--- config.mk ---
export PLATFORM = sky130hd
export DESIGN_NAME = tir_regs
export DESIGN_NICKNAME = d
export VERILOG_FILES = /design/src/rtl/tir_pkg.sv /design/src/rtl/tir_regs.sv
export VERILOG_INCLUDE_DIRS = /design/src /design/src/rtl
export SDC_FILE = /design/constraint.sdc
export NUM_CORES = 1
export LEC_CHECK = 0
export ABC_CLOCK_PERIOD_IN_PS = 4700
export BUFFER_PORTS_ARGS = -buffer_cell sky130_fd_sc_hd__buf_4
export CORE_MARGIN = 5
export CORE_UTILIZATION = 57
export DETAILED_ROUTE_END_ITERATION = 10
export PLACE_DENSITY_LB_ADDON = 0.1
export SYNTH_ARGS = -nofsm -noshare
export SYNTH_HDL_FRONTEND = slang
export SYNTH_SLANG_ARGS = --single-unit
--- constraint.sdc ---
create_clock -name clk_in -period 4.7 [get_ports clk_in]
set_clock_uncertainty 0.15 [all_clocks]
set_input_delay 0.235 -clock clk_in [delete_from_list [all_inputs] [get_ports clk_in]]
set_output_delay 0.235 -clock clk_in [all_outputs]
set_load 0.005 [all_outputs]
--- src/rtl/tir_consts.svh ---
// Offsets, field positions, reset values and timing counts of the transceiver/interrupt register bank.
// Assumes inclusion by bare name from rtl/.
`ifndef TIR_CONSTS_SVH
`define TIR_CONSTS_SVH
// Register offsets (main bank 0x0x, alternate bank 0x1x)
`define TIR_OFF_NCF_STATUS 5'h01
`define TIR_OFF_INT_CONTROL 5'h02
`define TIR_OFF_TIMER_HIGH 5'h1d
`define TIR_OFF_STACK_PTRS 5'h1e
`define TIR_OFF_INT_BASE 5'h11
`define TIR_OFF_RX_TX_PORT 5'h14
`define TIR_OFF_XCVR_CMD 5'h16
`define TIR_OFF_XCVR_MODE 5'h17
`define TIR_OFF_LINK_CTRL 5'h18
`define TIR_OFF_VECTOR 5'h19
// Vector source addresses
`define TIR_VEC_NMI 6'h1c
`define TIR_VEC_RX 6'h04
`define TIR_VEC_TX 6'h08
`define TIR_VEC_LTA 6'h0c
`define TIR_VEC_BIDIR 6'h10
`define TIR_VEC_TIMER 6'h14
// Receiver interrupt source codes
`define TIR_RIS_FULL 2'h0
`define TIR_RIS_DAV 2'h1
`define TIR_RIS_ACTIVE 2'h3
// Field positions
`define TIR_MODE_SRST 7
`define TIR_MODE_LOOP 6
`define TIR_MODE_REPEAT_ENABLE 5
`define TIR_MODE_RINV 4
`define TIR_MODE_TINV 3
`define TIR_CMD_RLQ 7
`define TIR_CMD_SEC 6
`define TIR_CMD_SLR 5
`define TIR_CMD_ATA 4
`define TIR_CMD_OWP 3
`define TIR_LINK_BIDIR_OUT 0
`define TIR_LINK_EOM 1
// Reset values
`define TIR_RST_ICR 8'hdf
`define TIR_RST_ZERO 8'h00
// Quiet periods before line_active drops
`define TIR_LA_QUIET 5'd16
// Receive FIFO fill level that sets rx_fifo_full
`define TIR_RX_FULL_LEVEL 2'd3
`endif

--- src/rtl/tir_pkg.sv ---
// Types shared by the transceiver/interrupt register bank.
// Assumes tir_consts.svh holds the numbers.
`default_nettype none
package tir_pkg;
  typedef enum logic [2:0] {
    TIR_PROTO_COAX = 3'h0,
    TIR_PROTO_MUX = 3'h1,
    TIR_PROTO_CTRL = 3'h2,
    TIR_PROTO_RPT = 3'h3,
    TIR_PROTO_TWINAX = 3'h4,
    TIR_PROTO_TWINAX_PROM = 3'h5,
    TIR_PROTO_BYTE = 3'h6,
    TIR_PROTO_BYTE_PROM = 3'h7
  } tir_proto_t;
  typedef enum logic [2:0] {
    TIR_TX_IDLE = 3'b001,
    TIR_TX_EARLY = 3'b010,
    TIR_TX_SEND = 3'b100
  } tir_tx_state_t;
endpackage
`default_nettype wire

--- src/rtl/tir_regs.sv ---
// Register bank of a serial line transceiver: interrupt vectors, masks,
// stack pointers, command flags, FIFO port, command and mode registers.
// Assumes a simple strobe bus and a transceiver core outside that consumes
// and produces FIFO words and reports line events as one-cycle pulses.
// How it works
// - Vector is base register high byte joined with fixed six-bit source.
// - Receiver source field picks full+error, data+error, active; 10 unused.
// - A mask bit at one blocks its interrupt source.
// - Mask bit 3 drives bidirectional pin when pin is an output.
// - Stack pointer register: address pointer high nibble, data low.
// - Transmit empty flag set when empty, cleared by port write.
// - Receive full flag set at three words, cleared by port read.
// - Line active sets on edges, clears after sixteen quiet clocks.
// - Turnaround sets on message end; port write, write one, soft reset clear.
// - Data error flag: coax parity, twinax address 111; read clears.
// - Response, poll/ack, poll flags set on coax commands; read clears.
// - Port write pushes parity, upper bits, byte; read pops receive word.
// - Select-error-codes maps error codes into the port location.
// - Quiesce count select: two quiesce bits at 0, three at 1.
// - Source select: data pin at 0, analog receiver at 1.
// - Advance bit raises transmitter active half a bit early.
// - Odd parity select: even parity at 0, odd at 1.
// - Soft reset bit holds transceiver reset; device reset clears bit.
// - Loopback forces transmitter active low, loops data to receiver.
// - Repeat enable lets receiver stay active while transmitting.
// - Invert bits invert receive and transmit serial data.
// - Three-bit protocol select sets both directions.
//
// Added by the designer: the placing of the registers and strobed register access.
`timescale 1ns/1ps
`include "tir_consts.svh"
`default_nettype none
module tir_regs #(
  parameter int RX_DEPTH = 3
) (
  // Clock and reset
  input wire logic clk_in,
  input wire logic resetn_in,
  // Register port
  input wire logic [4:0] addr_in,
  input wire logic [7:0] wdata_in,
  input wire logic wr_in,
  input wire logic rd_in,
  output logic [7:0] rdata_out,
  // Transceiver core: transmit FIFO
  output logic tx_push_out,
  output logic [11:0] tx_word_out,
  input wire logic tx_fifo_empty_in,
  // Transceiver core: receive FIFO and events
  output logic rx_pop_out,
  input wire logic [10:0] rx_word_in,
  input wire logic [1:0] rx_level_in,
  input wire logic data_ready_in,
  input wire logic rx_active_in,
  input wire logic rx_error_in,
  input wire logic msg_end_in,
  input wire logic parity_err_in,
  input wire logic [2:0] station_addr_in,
  input wire logic cmd_autoresp_in,
  input wire logic cmd_pollack_in,
  input wire logic cmd_poll_in,
  input wire logic [7:0] error_code_reg_in,
  input wire logic tx_busy_in,
  input wire logic half_bit_in,
  // Transceiver core: control
  output logic xcvr_reset_out,
  output tir_pkg::tir_proto_t protocol_select_out,
  output logic three_quiesce_out,
  output logic odd_parity_out,
  output logic rx_enable_out,
  // Serial lines
  input wire logic data_pin_in,
  input wire logic analog_rx_in,
  input wire logic tx_serial_in,
  output logic rx_serial_out,
  output logic tx_data_out,
  output logic tx_active_out,
  // Interrupts
  input wire logic timer_irq_in,
  input wire logic nmi_in,
  input wire logic bidir_irq_pin_in,
  output logic bidir_irq_pin_out,
  output logic bidir_irq_pin_oe_out,
  output logic irq_out,
  output logic [13:0] vector_out
);
  import tir_pkg::*;

  // Register storage
  logic [7:0] interrupt_base;
  logic [7:0] interrupt_control;
  logic [7:0] internal_stack_pointers;
  logic [7:0] transceiver_command;
  logic [7:0] transceiver_mode;
  logic [7:0] timer_high_byte;
  logic [7:0] link_ctrl;

  // Sticky status flags
  logic line_turnaround;
  logic data_error_or_msg_end;
  logic auto_response_flag;
  logic pollack_flag;
  logic poll_flag;

  // Line activity and transmit timing
  logic line_active;
  logic [4:0] quiet_cnt;
  logic rx_prev;
  tir_tx_state_t tx_state;

  // Decodes and interrupt requests
  logic [2:0] src_req;
  logic rx_req;
  logic rx_src;
  logic [7:0] flags;
  logic port_wr;
  logic port_rd;
  logic rx_fifo_full;
  logic coax;
  logic twinax;
  logic soft_reset;
  logic loop;
  logic [5:0] next_vec;
  logic bidir_out_mode;

  // Decoded strobes on the shared port location, and decoded mode and link control bits
  assign port_wr = wr_in && addr_in == `TIR_OFF_RX_TX_PORT;
  assign port_rd = rd_in && addr_in == `TIR_OFF_RX_TX_PORT && !transceiver_command[`TIR_CMD_SEC];
  assign soft_reset = transceiver_mode[`TIR_MODE_SRST];
  assign loop = transceiver_mode[`TIR_MODE_LOOP];
  assign coax = !transceiver_mode[2];
  assign twinax = transceiver_mode[2:1] == 2'b10;
  assign bidir_out_mode = link_ctrl[`TIR_LINK_BIDIR_OUT];

  // Writable registers
  always_ff @(posedge clk_in or negedge resetn_in) begin
    if (!resetn_in) begin
      interrupt_base <= `TIR_RST_ZERO;
      interrupt_control <= `TIR_RST_ICR;
      internal_stack_pointers <= `TIR_RST_ZERO;
      transceiver_command <= `TIR_RST_ZERO;
      transceiver_mode <= `TIR_RST_ZERO;
      timer_high_byte <= `TIR_RST_ZERO;
      link_ctrl <= `TIR_RST_ZERO;
    end else if (wr_in) begin
      case (addr_in)
        `TIR_OFF_INT_BASE: interrupt_base <= wdata_in;
        `TIR_OFF_INT_CONTROL: interrupt_control <= wdata_in;
        `TIR_OFF_STACK_PTRS: internal_stack_pointers <= wdata_in;
        `TIR_OFF_XCVR_CMD: transceiver_command <= wdata_in;
        `TIR_OFF_XCVR_MODE: transceiver_mode <= wdata_in;
        `TIR_OFF_TIMER_HIGH: timer_high_byte <= wdata_in;
        `TIR_OFF_LINK_CTRL: link_ctrl <= {7'h00, wdata_in[0]};
        default: ;
      endcase
    end
  end

  always_ff @(posedge clk_in or negedge resetn_in) begin
    if (!resetn_in) begin
      tx_push_out <= 1'b0;
      rx_pop_out <= 1'b0;
      tx_word_out <= 12'h000;
    end else begin
      tx_push_out <= port_wr;
      rx_pop_out <= port_rd;
      // Parity and upper bits as the command register held them
      if (port_wr) begin
        tx_word_out <= {transceiver_command[`TIR_CMD_OWP], transceiver_command[2:0], wdata_in};
      end
    end
  end

  // turnaround flag, set wins
  // Write-one clear sits on the link control location
  always_ff @(posedge clk_in or negedge resetn_in) begin
    if (!resetn_in) begin
      line_turnaround <= 1'b0;
    end else if (msg_end_in) begin
      line_turnaround <= 1'b1;
    end else if (port_wr || soft_reset ||
                 (wr_in && addr_in == `TIR_OFF_LINK_CTRL && wdata_in[`TIR_LINK_EOM])) begin
      line_turnaround <= 1'b0;
    end
  end

  // decoded command flags; set wins over read clear
  always_ff @(posedge clk_in or negedge resetn_in) begin
    if (!resetn_in) begin
      data_error_or_msg_end <= 1'b0;
      auto_response_flag <= 1'b0;
      pollack_flag <= 1'b0;
      poll_flag <= 1'b0;
    end else if (soft_reset) begin
      data_error_or_msg_end <= 1'b0;
      auto_response_flag <= 1'b0;
      pollack_flag <= 1'b0;
      poll_flag <= 1'b0;
    end else begin
      if ((coax && parity_err_in) || (twinax && data_ready_in && station_addr_in == 3'h7)) begin
        data_error_or_msg_end <= 1'b1;
      end else if (port_rd) begin
        data_error_or_msg_end <= 1'b0;
      end
      if (coax && data_ready_in && cmd_autoresp_in) begin
        auto_response_flag <= 1'b1;
      end else if (port_rd) begin
        auto_response_flag <= 1'b0;
      end
      if (coax && data_ready_in && cmd_pollack_in) begin
        pollack_flag <= 1'b1;
      end else if (port_rd) begin
        pollack_flag <= 1'b0;
      end
      if (coax && data_ready_in && cmd_poll_in) begin
        poll_flag <= 1'b1;
      end else if (port_rd) begin
        poll_flag <= 1'b0;
      end
    end
  end

  always_comb begin
    rx_src = transceiver_command[`TIR_CMD_SLR] ? analog_rx_in : data_pin_in;
    if (loop) begin
      rx_src = tx_serial_in ^ transceiver_mode[`TIR_MODE_TINV];
    end
    rx_serial_out = rx_src ^ transceiver_mode[`TIR_MODE_RINV];
  end
  assign tx_data_out = tx_serial_in ^ transceiver_mode[`TIR_MODE_TINV];

  // line activity; one clock stands for one transceiver clock
  always_ff @(posedge clk_in or negedge resetn_in) begin
    if (!resetn_in) begin
      rx_prev <= 1'b0;
      line_active <= 1'b0;
      quiet_cnt <= 5'd0;
    end else begin
      rx_prev <= rx_serial_out;
      if (rx_prev != rx_serial_out) begin
        line_active <= 1'b1;
        quiet_cnt <= 5'd0;
      // Counter runs only while active and idles at zero
      end else if (line_active) begin
        if (quiet_cnt == `TIR_LA_QUIET - 5'd1) begin
          line_active <= 1'b0;
          quiet_cnt <= 5'd0;
        end else begin
          quiet_cnt <= quiet_cnt + 5'd1;
        end
      end
    end
  end

  // transmitter active timing; early only when advanced
  always_ff @(posedge clk_in or negedge resetn_in) begin
    if (!resetn_in) begin
      tx_state <= TIR_TX_IDLE;
    end else if (xcvr_reset_out) begin
      tx_state <= TIR_TX_IDLE;
    end else begin
      case (tx_state)
        TIR_TX_IDLE: begin
          if (tx_busy_in) begin
            tx_state <= transceiver_command[`TIR_CMD_ATA] ? TIR_TX_SEND : TIR_TX_EARLY;
          end
        end
        TIR_TX_EARLY: begin
          // Not advanced: active waits for the next half-bit tick
          if (half_bit_in) begin
            tx_state <= TIR_TX_SEND;
          end
        end
        TIR_TX_SEND: begin
          if (!tx_busy_in) begin
            tx_state <= TIR_TX_IDLE;
          end
        end
        default: tx_state <= TIR_TX_IDLE;
      endcase
    end
  end

  assign tx_active_out = !loop && tx_state == TIR_TX_SEND;

  // receiver disabled by transmit unless repeating
  assign rx_enable_out = transceiver_mode[`TIR_MODE_REPEAT_ENABLE] || tx_state == TIR_TX_IDLE;
  // core reset from bit or device reset
  assign xcvr_reset_out = soft_reset || !resetn_in;
  assign protocol_select_out = tir_proto_t'(transceiver_mode[2:0]);
  assign three_quiesce_out = transceiver_command[`TIR_CMD_RLQ];
  assign odd_parity_out = transceiver_command[`TIR_CMD_OWP];

  always_comb begin
    case (interrupt_control[7:6])
      `TIR_RIS_FULL: rx_req = rx_fifo_full || rx_error_in;
      `TIR_RIS_DAV: rx_req = data_ready_in || rx_error_in;
      `TIR_RIS_ACTIVE: rx_req = rx_active_in;
      default: rx_req = 1'b0;
    endcase
  end
  // Raw receiver request; its mask is applied at the vector
  assign src_req[0] = rx_req;
  assign src_req[1] = tx_fifo_empty_in && !interrupt_control[1];
  assign src_req[2] = line_turnaround && !interrupt_control[2];

  // mask bit 3 drives the pin in output mode
  assign bidir_irq_pin_oe_out = bidir_out_mode;
  assign bidir_irq_pin_out = interrupt_control[3];

  always_comb begin
    next_vec = `TIR_VEC_NMI;
    if (nmi_in) begin
      next_vec = `TIR_VEC_NMI;
    end else if (src_req[0] && !interrupt_control[0]) begin
      next_vec = `TIR_VEC_RX;
    end else if (src_req[1]) begin
      next_vec = `TIR_VEC_TX;
    end else if (src_req[2]) begin
      next_vec = `TIR_VEC_LTA;
    end else if (!bidir_out_mode && bidir_irq_pin_in && !interrupt_control[3]) begin
      next_vec = `TIR_VEC_BIDIR;
    end else if (timer_irq_in && !interrupt_control[4]) begin
      next_vec = `TIR_VEC_TIMER;
    end
  end
  // One level request; the vector picks the winner
  assign irq_out = nmi_in || (src_req[0] && !interrupt_control[0]) || src_req[1] || src_req[2] ||
                   (!bidir_out_mode && bidir_irq_pin_in && !interrupt_control[3]) ||
                   (timer_irq_in && !interrupt_control[4]);
  assign vector_out = {interrupt_base, next_vec};

  assign rx_fifo_full = rx_level_in >= `TIR_RX_FULL_LEVEL;
  assign flags = {tx_fifo_empty_in, rx_fifo_full, line_active, line_turnaround,
                  data_error_or_msg_end, auto_response_flag, pollack_flag, poll_flag};

  // Read data, one cycle after the strobe
  always_ff @(posedge clk_in or negedge resetn_in) begin
    if (!resetn_in) begin
      rdata_out <= `TIR_RST_ZERO;
    end else if (rd_in) begin
      case (addr_in)
        `TIR_OFF_NCF_STATUS: rdata_out <= flags;
        `TIR_OFF_INT_CONTROL: rdata_out <= {interrupt_control[7:6], 1'b0, interrupt_control[4:0]};
        `TIR_OFF_STACK_PTRS: rdata_out <= internal_stack_pointers;
        `TIR_OFF_TIMER_HIGH: rdata_out <= timer_high_byte;
        `TIR_OFF_INT_BASE: rdata_out <= interrupt_base;
        `TIR_OFF_RX_TX_PORT: rdata_out <= transceiver_command[`TIR_CMD_SEC] ? error_code_reg_in : rx_word_in[7:0];
        `TIR_OFF_XCVR_CMD: rdata_out <= transceiver_command;
        `TIR_OFF_XCVR_MODE: rdata_out <= transceiver_mode;
        `TIR_OFF_LINK_CTRL: rdata_out <= link_ctrl;
        `TIR_OFF_VECTOR: rdata_out <= {2'b00, next_vec};
        default: rdata_out <= `TIR_RST_ZERO;
      endcase
    end else begin
      rdata_out <= `TIR_RST_ZERO;
    end
  end
endmodule
`default_nettype wire

==> results of run 1 <==
## power breakdown
group          internal, W  leakage (nW)  total, W  switching, W
sequential        0.000869          1.08  0.000988      0.000119
clock             0.000310         0.105  0.000561      0.000251
combinational     0.000246          1.21  0.000415      0.000169
## metal layers
| metal | vias up | share of wire (%) | track usage (%) |
|---|---|---|---|
| li1 | 1440 | - | - |
| met1 | 1547 | 43 | 34.0 |
| met2 | 156 | 46 | 37.5 |
| met3 | 22 | 8.9 | 6.37 |
| met4 | 0 | 1.9 | 8.29 |
| met5 | - | 0 | 0 |
## state kept, by name, summed over array words and instances, names as in the netlist
signal,count
auto_response_flag,1
quiet_cnt,5
poll_flag,1
pollack_flag,1
rx_pop_out,1
line_active,1
tx_push_out,1
data_error_or_msg_end,1
line_turnaround,1
rdata_out,8
rx_prev,1
transceiver_command,8
internal_stack_pointers,8
transceiver_mode,8
interrupt_control,7
tx_word_out,12
interrupt_base,8
timer_high_byte,8
tx_state,3
link_ctrl,1
## cells by family after synthesis
| family | Yosys count | share of synthesized area, % |
|---|---|---|
| adders and majority gates | 1 | 0.307 |
| buffers and inverters | 23 | 3.50 |
| DFF | 85 | 52.5 |
| xor gates and xnor gates | 5 | 1.08 |
| and+or+nand+nor | 85 | 11.2 |
| AOI/OAI and AO/OA | 60 | 10.7 |
| muxes | 76 | 20.6 |
| other | 1 | 0.0921 |
## timing repair
action	4_1_cts	5_1_grt
hold buffers	4	0
hold endpoints to repair	34	0
endpoints found under the setup margin	0	0
## layout by cell type, fill, tap and decap left out, drive strengths merged, types with 4 or more instances in the layout
| master | Yosys | layout |
|---|---|---|
| buf | 14 | 102 |
| dfrtp | 77 | 77 |
| mux2 | 63 | 63 |
| nor2 | 27 | 27 |
| nand2 | 20 | 20 |
| mux2i | 13 | 13 |
| a21oi | 12 | 12 |
| clkbuf | 3 | 11 |
| a22oi | 8 | 8 |
| dfstp | 8 | 8 |
| a221oi | 7 | 7 |
| a31oi | 7 | 7 |
| inv | 6 | 6 |
| nor3 | 6 | 6 |
| nand2b | 5 | 5 |
| o2bb2ai | 4 | 4 |
| dlygate4sd3 | 0 | 4 |
| o21ai | 4 | 4 |
| nand3b | 4 | 4 |
## final timing paths
path	from	to	slack (ns)	depth (start not counted)
hold / removal	cmd_pollack_in	pollack_flag$_DFFE_PN0P_	0.009	3
hold reg to reg	timer_high_byte[7]$_DFFE_PN0P_	timer_high_byte[7]$_DFFE_PN0P_	0.36	1
min in group asynchronous	resetn_in	quiet_cnt[2]$_DFFE_PN0P_	0.24	2
setup reg to reg	transceiver_command[6]$_DFFE_PN0P_	rdata_out[3]$_DFF_PN0_	2.73	4
max in group asynchronous	resetn_in	transceiver_mode[7]$_DFFE_PN0P_	3.17	3
setup / recovery	interrupt_control[6]$_DFFE_PN1P_	vector_out[3]	2.24	5
## area by class of cell
class / count / area, um2
Multi-Input combinational cell: 230 / 1800
Clock buffer: 11 / 141
Fill cell: 486 / 1770
Clock inverter: 4 / 72.6
Tap cell: 96 / 120
Inverter: 6 / 22.5
Sequential cell: 85 / 2140
Timing Repair Buffer: 106 / 806
## synth_stat cells (all sizes together), types with 2 or more instances
master	instances	area share, %
clkbuf	3	0.28
o2bb2ai	4	0.86
mux2i	13	3.2
nor4	2	0.31
nand3	2	0.25
dfrtp	77	47
xor2	3	0.65
nand2b	5	0.77
dfstp	8	5.2
or3	3	0.46
nor2	27	2.6
or3b	2	0.49
a31oi	7	1.1
o21bai	2	0.37
nand4	3	0.46
a21oi	12	1.5
a221oi	7	1.5
a211oi	2	0.37
xnor2	2	0.43
nor3	6	0.74
a222oi	3	0.74
buf	14	2.7
nor2b	3	0.46
a22oi	8	1.5
nand3b	4	1.0
nand4b	2	0.43
mux2	63	17
inv	6	0.55
o21ai	4	0.49
nand2	20	2.0
## worst max-delay path, stage by stage (launching register included)
cell      delay (ns)
dfstp_2         0.58
a211oi_1        0.08
a221oi_1        0.44
o21ba_2         0.23
or2_2           0.27
buf_4           0.14
## stage by stage
step	total power [W]	worst slack, ns	cell area [um2]
after floorplan	0.00120	2.85	4080
after global placement	0.00139	2.47	4840
after detailed placement	0.00141	2.46	4840
after CTS	0.00197	2.26	5100
after global routing	0.00206	2.12	5100
final	0.00196	2.24	5100
==> flow_metrics.tcl, run 1 <==
set metrics [dict create \
    cts_tree "built" \
    ys_seq_area_share_pct 52.5 \
    power_density_nw_per_um2 385 \
    fin_crit_sh_pct 52.3 \
    dr.pass1.iters 5 \
    gp_congestion 0.927 \
    antenna_cells 0 \
    row_count 30 \
    drc 0 \
    grt_pass1_vias 3176 \
    routed_via_density 5.88 \
    drtIter0Drc 187 \
    ir_worst_vdd_uv 263 \
    cts-root-buf "clkbuf_8" \
    drv_slew 0 \
    criticalPathCategory "flop to output pin" \
    synthArstFlopShare_pct 100 \
    finalHoldViolations 0 \
    cts_max_level 3 \
    core_area_um2 6870 \
    cts_setup_buffers 0 \
    grt_max_degree 49 \
    max-cap-violations 0 \
    cts_resized 0 \
    die_x_um 94.5 \
    cts_buffer_depth 2 \
    synth_edf_count 0 \
    final_cells 538 \
    p_leak_nw 2.39 \
    die-area_um2 8930 \
    via_count 3165 \
    end_kind "output pin" \
    insertion_delay_ns 0.35 \
    antenna_found_initial 0 \
    synth-seq-cells 85 \
    ant_nets 0 \
    setup_viol 0 \
    io_buffer_count 100 \
    initial_utilization_pct 59.3 \
    grt_overflow 0 \
    fin_tns_setup_ns 0 \
    drt_wl_total_um 10600 \
    syn_area_per_cell_um2 12.1 \
    avgRoutedWirePerCell_um 19.7 \
    hpwlAfterDp_um 7600 \
    netlist_area_um2 4070 \
    grt_use_total_pct 24.5 \
    syn2layout_area_growth_pct 25.2 \
    synth_warnings 0 \
    netlist-cell-type-count 56 \
    fin_nets 497 \
    die_y_um 94.5 \
    hp-class "primary input to flop" \
    fmax_mhz 406 \
    relSlewSlack_pct 45.0 \
    crit_fanout 5 \
    dp.cells 519 \
    drive_gt1_share_pct 44.6 \
    synthCells 336 \
    required_ns 4.32 \
    holdWs_ns 0.00880 \
    grt_pass1_wl_um 16700 \
    status "finished, final reports clean" \
    cts-buffers-inserted 9 \
    tightestPinTransition_ns 0.819 \
    finalCriticalPeriod_ns 2.46 \
    synth_ff_type "dfrtp_1" \
    cts.sinks 85 \
    boundaryPins 107 \
    start_kind "flop" \
    worst_ep_arrival_time_ns 2.08 \
    rsz0062_at_grt "no" \
    clkTransAtPathRegs_ns 0.08 \
    fin_util_pct 74.2 \
]
Power figures use the tool's default switching activity.
==> inputs of run 2 (changes only) <==
--- a/config.mk
+++ b/config.mk
@@ -6,10 +6,11 @@
 export SDC_FILE = /design/constraint.sdc
 export NUM_CORES = 1
 export LEC_CHECK = 0
-export ABC_CLOCK_PERIOD_IN_PS = 4700
+export ABC_AREA = 1
+export ABC_CLOCK_PERIOD_IN_PS = 2200
 export BUFFER_PORTS_ARGS = -buffer_cell sky130_fd_sc_hd__buf_4
 export CORE_MARGIN = 5
-export CORE_UTILIZATION = 57
+export CORE_UTILIZATION = 48
 export DETAILED_ROUTE_END_ITERATION = 10
 export PLACE_DENSITY_LB_ADDON = 0.1
 export SYNTH_ARGS = -nofsm -noshare
==> constraint.sdc (replaced) <==
create_clock -name clk_in -period 2.2 [get_ports clk_in]
set_clock_uncertainty 0.15 [all_clocks]
set_input_delay 0.11 -clock clk_in [delete_from_list [all_inputs] [get_ports clk_in]]
set_output_delay 0.11 -clock clk_in [all_outputs]
set_load 0.005 [all_outputs]
==> run 2 against run 1 <==
  * Sequential cell count did not move
  * Critical path depth rose by 2
  * Cell count rose by 44%
  * First-iteration DRC count rose by 27%
  * Core utilization fell by 12 points
  * Largest cell class unchanged
==> flow_metrics.tcl, run 2 <==
set metrics [dict create \
    hp-class "primary input to flop" \
    cts_buffer_depth 2 \
    seqPwrFrac_pct 46.9 \
    fin_util_pct 62.5 \
    io_buffer_count 100 \
    finalHoldViolations 0 \
    drive_gt1_share_pct 23.4 \
    cpPeakStageDelay_ns 0.56 \
    grt_use_total_pct 22.6 \
    r2r_start "transceiver_command[6]$_DFFE_PN0P_" \
    rsz0062_at_grt "no" \
    synth_edf_count 0 \
    drtIter0Drc 237 \
    combPwrFrac_pct 22.6 \
    status "finished, final reports clean" \
    fin_nets 720 \
    grt_pass1_wl_um 19700 \
    synth.area.top_cells "dfrtp_1, nand2_1, o21ai_0, dfstp_2, inv_1" \
    yosysTopAreaCell "dfrtp_1" \
    fin_tns_setup_ns 0 \
    cts.sinks 85 \
    grt_pass1_vias 3805 \
    final_common_cell "nand2_1" \
    required_ns 1.94 \
    yosysMostFrequentCell "nand2_1" \
    ys_seq_area_share_pct 49.5 \
    crit_fanout 4 \
    avgRoutedWirePerCell_um 15.7 \
    path_buf_inv 2 \
    p_sw_share_pct 30.2 \
    p_switching_w 0.00135 \
    grt_max_degree 86 \
    crit_slowest_cell "dfstp_2" \
    finalCriticalPeriod_ns 2.02 \
    start_kind "flop" \
    drc 0 \
    cts_max_level 3 \
    die-area_um2 11000 \
    cp-startpoint "interrupt_control[6]$_DFFE_PN1P_" \
    final_cell_mix "nand2_1, buf_4, dfrtp_1" \
    syn_area_per_cell_um2 7.84 \
    cts-root-buf "clkbuf_8" \
    end_kind "output pin" \
    syn2layout_area_growth_pct 26.8 \
    crit_family "simple AND/OR/NAND/NOR gates" \
    cp_cell_sequence "inv_1 -> nand3_1 -> nand3_1 -> nand2_1 -> nand2_1 -> or3_1 -> buf_4" \
    min_from "wdata_in[4]" \
    hpwlAfterDp_um 8990 \
    fin_crit_sh_pct 92.0 \
    die_y_um 105 \
    synth-seq-cells 85 \
    clock_power_share_pct 30.5 \
    die_x_um 105 \
    cts_tree "built" \
    regMostFlops "tx_word_out" \
    cts_resized 0 \
    netlist_area_um2 4320 \
    power_density_nw_per_um2 817 \
    gp_congestion 0.894 \
    antenna_cells 0 \
    cts-buffers-inserted 9 \
    fmax_mhz 494 \
    largest_reg_flops 12 \
    synth.top_cells.by_count "nand2_1, dfrtp_1, o21ai_0" \
    synthDominantCellAreaShare_pct 44.6 \
    insertion_delay_ns 0.36 \
    ir_worst_vdd_uv 438 \
    synth_ff_type "dfrtp_1" \
    via_count 3954 \
    synth_warnings 0 \
    antenna_found_initial 0 \
    synthArstFlopShare_pct 100 \
    worst_ep_arrival_time_ns 1.76 \
    grt_overflow 0 \
    boundaryPins 107 \
    ant_nets 0 \
    row_count 34 \
    initial_utilization_pct 49.3 \
    criticalPathCategory "flop to output pin" \
    cts_setup_buffers 0 \
    routed_via_density 5.11 \
    setup_viol 0 \
    drt_wl_total_um 12200 \
    clkTransAtPathRegs_ns 0.08 \
    cellInternalPower_w 0.00312 \
    synthCells 551 \
    netlist-cell-type-count 38 \
    dr.pass1.iters 5 \
    core_area_um2 8760 \
    p_leak_nw 2.86 \
    max-cap-violations 0 \
    drv_slew 0 \
]
run 2: final timing paths:
path	end	slack (ns)	cells after the start
setup / recovery	irq_out	0.18	7
hold / removal	interrupt_base[4]$_DFFE_PN0P_	0.02	3
setup reg to reg	rdata_out[3]$_DFF_PN0_	0.47	9
hold reg to reg	interrupt_control[1]$_DFFE_PN1P_	0.33	2
max in group asynchronous	tx_state[0]$_DFFE_PN1P_	1.31	3
min in group asynchronous	rdata_out[4]$_DFF_PN0_	0.18	3
run 2: kinds of logic (layout without fill, tap and decap cells):
kind of cell	count (synthesis)	in the layout	synth area share [%]
and+or+nand+nor	300	300	30.3
AOI/OAI and AO/OA	91	91	11.4
DFF	85	85	49.5
buffers and inverters	70	183	7.76
xor gates and xnor gates	2	2	0.406
adders and majority gates	1	1	0.290
other	1	3	0.0868
muxes	1	1	0.232
run 2: through the flow:
step	instances	setup WS [ns]	total power, W	hold slack, ns	area [um2]
floorplan	553	0.791	0.00263	-0.336	4330
global placement	745	0.509	0.00308	0.0795	5100
detailed placement	745	0.508	0.00312	0.0707	5100
CTS	774	0.165	0.00451	0.0105	5480
global route	774	0.0740	0.00475	0.0297	5480
finish	774	0.177	0.00447	0.0198	5480
run 2: layout make-up:
| type | count | area [um2] |
|---|---|---|
| clock buffers | 11 | 141 |
| clock inverters | 5 | 106 |
| fillers | 775 | 3290 |
| inverters | 52 | 195 |
| multi-input cells | 398 | 1850 |
| flip-flops and latches | 85 | 2140 |
| well taps | 108 | 135 |
| repair buffers | 115 | 908 |
run 2: what timing repair did:
action                                 CTS  global route
setup endpoints to repair                0             0
endpoints found under the hold margin  100             0
hold buffers                            13             0
run 2: power by group through the flow:
stage | Clock, W | Sequential (W) | Combinational (W)
floorplan | 0 | 0.00206 | 0.000573
global placement | 0 | 0.00211 | 0.000965
detailed placement | 0 | 0.00212 | 0.00100
CTS | 0.00139 | 0.00209 | 0.00102
global route | 0.00146 | 0.00214 | 0.00115
finish | 0.00136 | 0.00210 | 0.00101
run 2: routing by layer:
layer  vias up  track usage (%)  wire (um)
met2       137             34.3       5610
met3        13             4.93        747
li1       1980                -          -
met1      1824             32.3       5640
met5         -                0          0
met4         0             7.31        157
run 2: worst min-delay path: stages:
cell and delay, ns:
buf_4 0.08, inv_1 0.15, o21ai_2 0.17
==> inputs of run 3 (changes only) <==
--- a/config.mk
+++ b/config.mk
@@ -9,8 +9,9 @@
 export ABC_AREA = 1
 export ABC_CLOCK_PERIOD_IN_PS = 2200
 export BUFFER_PORTS_ARGS = -buffer_cell sky130_fd_sc_hd__buf_4
+export CORE_ASPECT_RATIO = 0.9
 export CORE_MARGIN = 5
-export CORE_UTILIZATION = 48
+export CORE_UTILIZATION = 30
 export DETAILED_ROUTE_END_ITERATION = 10
 export PLACE_DENSITY_LB_ADDON = 0.1
 export SYNTH_ARGS = -nofsm -noshare
==> run 3 against run 2 <==
  * Die area increased by 54%
  * Maximum frequency about the same
  * Clock power increased by 15%
  * Design area increased by 3.0%
  * Sequential cell count unchanged
  * Core utilization decreased by 22 points
  * First-iteration DRC count increased by 7.2%
  * Via count decreased by 1.1%
  * Sequential power about the same
  * Critical path depth unchanged
  * Non-clock buffer count increased by 1
  * Largest cell class unchanged
==> flow_metrics.tcl, run 3 (synthesis gave the netlist of run 2 again) <==
set metrics [dict create \
    status "finished, final reports clean" \
    final_common_cell "nand2_1" \
    grt_overflow 0 \
    fmax_mhz 495 \
    cp_cell_sequence "inv_1 -> nand3_1 -> nand3_1 -> nand2_1 -> nand2_1 -> or3_1 -> buf_4" \
    cts_setup_buffers 0 \
    insertion_delay_ns 0.35 \
    cts_buffer_depth 2 \
    antenna_cells 0 \
    cts_hold_buf 11 \
    grt_use_total_pct 16.3 \
    final_cells 860 \
    finalHoldViolations 0 \
    largest_reg_flops 12 \
    cts-buffers-inserted 9 \
    required_ns 1.94 \
    cts.sinks 85 \
    criticalPathCategory "flop to output pin" \
    setup_viol 0 \
    cts-root-buf "clkbuf_16" \
    regMostFlops "tx_word_out" \
    die_x_um 136 \
    cpPeakStageDelay_ns 0.55 \
    final_cell_mix "nand2_1, buf_4, dfrtp_1" \
    drive_gt1_share_pct 24.0 \
    cts_resized 0 \
    fin_crit_sh_pct 91.9 \
    drtIter0Drc 254 \
    hp-class "primary input to flop" \
    crit_family "simple AND/OR/NAND/NOR gates" \
    avgRoutedWirePerCell_um 15.6 \
    rsz0062_at_grt "no" \
    dp_slack_ns 0.525 \
    cts_max_level 3 \
    row_count 41 \
    finalCriticalPeriod_ns 2.02 \
    grt_pass1_wl_um 20800 \
    fin_ws_ns 0.179 \
    grt_pass1_vias 3720 \
    hpwlAfterDp_um 9970 \
    fin_nets 721 \
    clkTransAtPathRegs_ns 0.06 \
    drt_wl_total_um 13400 \
    cts_tree "built" \
    grt_max_degree 86 \
    drv_slew 0 \
    core_area_um2 14100 \
    power_density_nw_per_um2 833 \
    drc 0 \
    gp_congestion 0.844 \
    dr.pass1.iters 4 \
    boundaryPins 107 \
    crit_fanout 4 \
    routed_via_density 4.55 \
    path_buf_inv 2 \
    start_kind "flop" \
    totalPowerFinal_w 0.00470 \
    syn2layout_area_growth_pct 30.7 \
    io_buffer_count 100 \
    via_count 3909 \
    crit_slowest_cell "dfstp_2" \
    p_leak_nw 2.89 \
    ant_nets 0 \
    die-area_um2 16900 \
    dp.cells 833 \
    die_y_um 124 \
    initial_utilization_pct 30.7 \
    worst_ep_arrival_time_ns 1.76 \
    antenna_found_initial 0 \
    end_kind "output pin" \
    ir_worst_vdd_uv 459 \
    fin_tns_setup_ns 0 \
    max-cap-violations 0 \
]
-- run 3: per-layer routing --
metal | vias up | GRT usage, % | wire, um
met3 | 12 | 4.36 | 716
met2 | 99 | 24.9 | 5900
met1 | 1813 | 22.7 | 6580
met5 | - | 0 | 0
met4 | 0 | 4.85 | 185
li1 | 1985 | - | -
-- run 3: worst paths after layout --
path | startpoint | depth (start not counted) | slack [ns] | end
worst min register to register | interrupt_control[1]$_DFFE_PN1P_ | 2 | 0.33 | interrupt_control[1]$_DFFE_PN1P_
min in group asynchronous | resetn_in | 3 | 0.22 | link_ctrl[0]$_DFFE_PN0P_
worst max-delay path | interrupt_control[6]$_DFFE_PN1P_ | 7 | 0.18 | irq_out
max in group asynchronous | resetn_in | 3 | 1.28 | tx_state[0]$_DFFE_PN1P_
worst min-delay path | wdata_in[7] | 3 | 0.01 | interrupt_base[7]$_DFFE_PN0P_
worst max register to register | transceiver_command[6]$_DFFE_PN0P_ | 9 | 0.60 | rdata_out[4]$_DFF_PN0_
-- run 3: final cells by class --
cell class                      count  area, um2
Timing Repair Buffer              116        911
Fill cell                        1509       8410
Clock inverter                      7       80.1
Sequential cell                    85       2140
Tap cell                          193        241
Inverter                           52        195
Clock buffer                        9        225
Multi-Input combinational cell    398       1850
-- run 3: worst min-delay path, stage by stage --
cell	delay (ns)
buf_4	0.08
inv_1	0.13
o21ai_2	0.16
-- run 3: power by group --
group	switching, W	total [W]	internal [W]
combinational	0.000558	0.00103	0.000473
sequential	0.000232	0.00210	0.00187
clock	0.000677	0.00157	0.000896
-- run 3: per-stage QoR --
stage	hold WS, ns	cell area [um2]	util [%]
finish	0.0103	5640	40.2
global route	0.0163	5640	40.2
CTS	0.00261	5640	40.2
detailed placement	0.0799	5230	37.2
global placement	0.0814	5230	37.2
floorplan	-0.336	4330	-
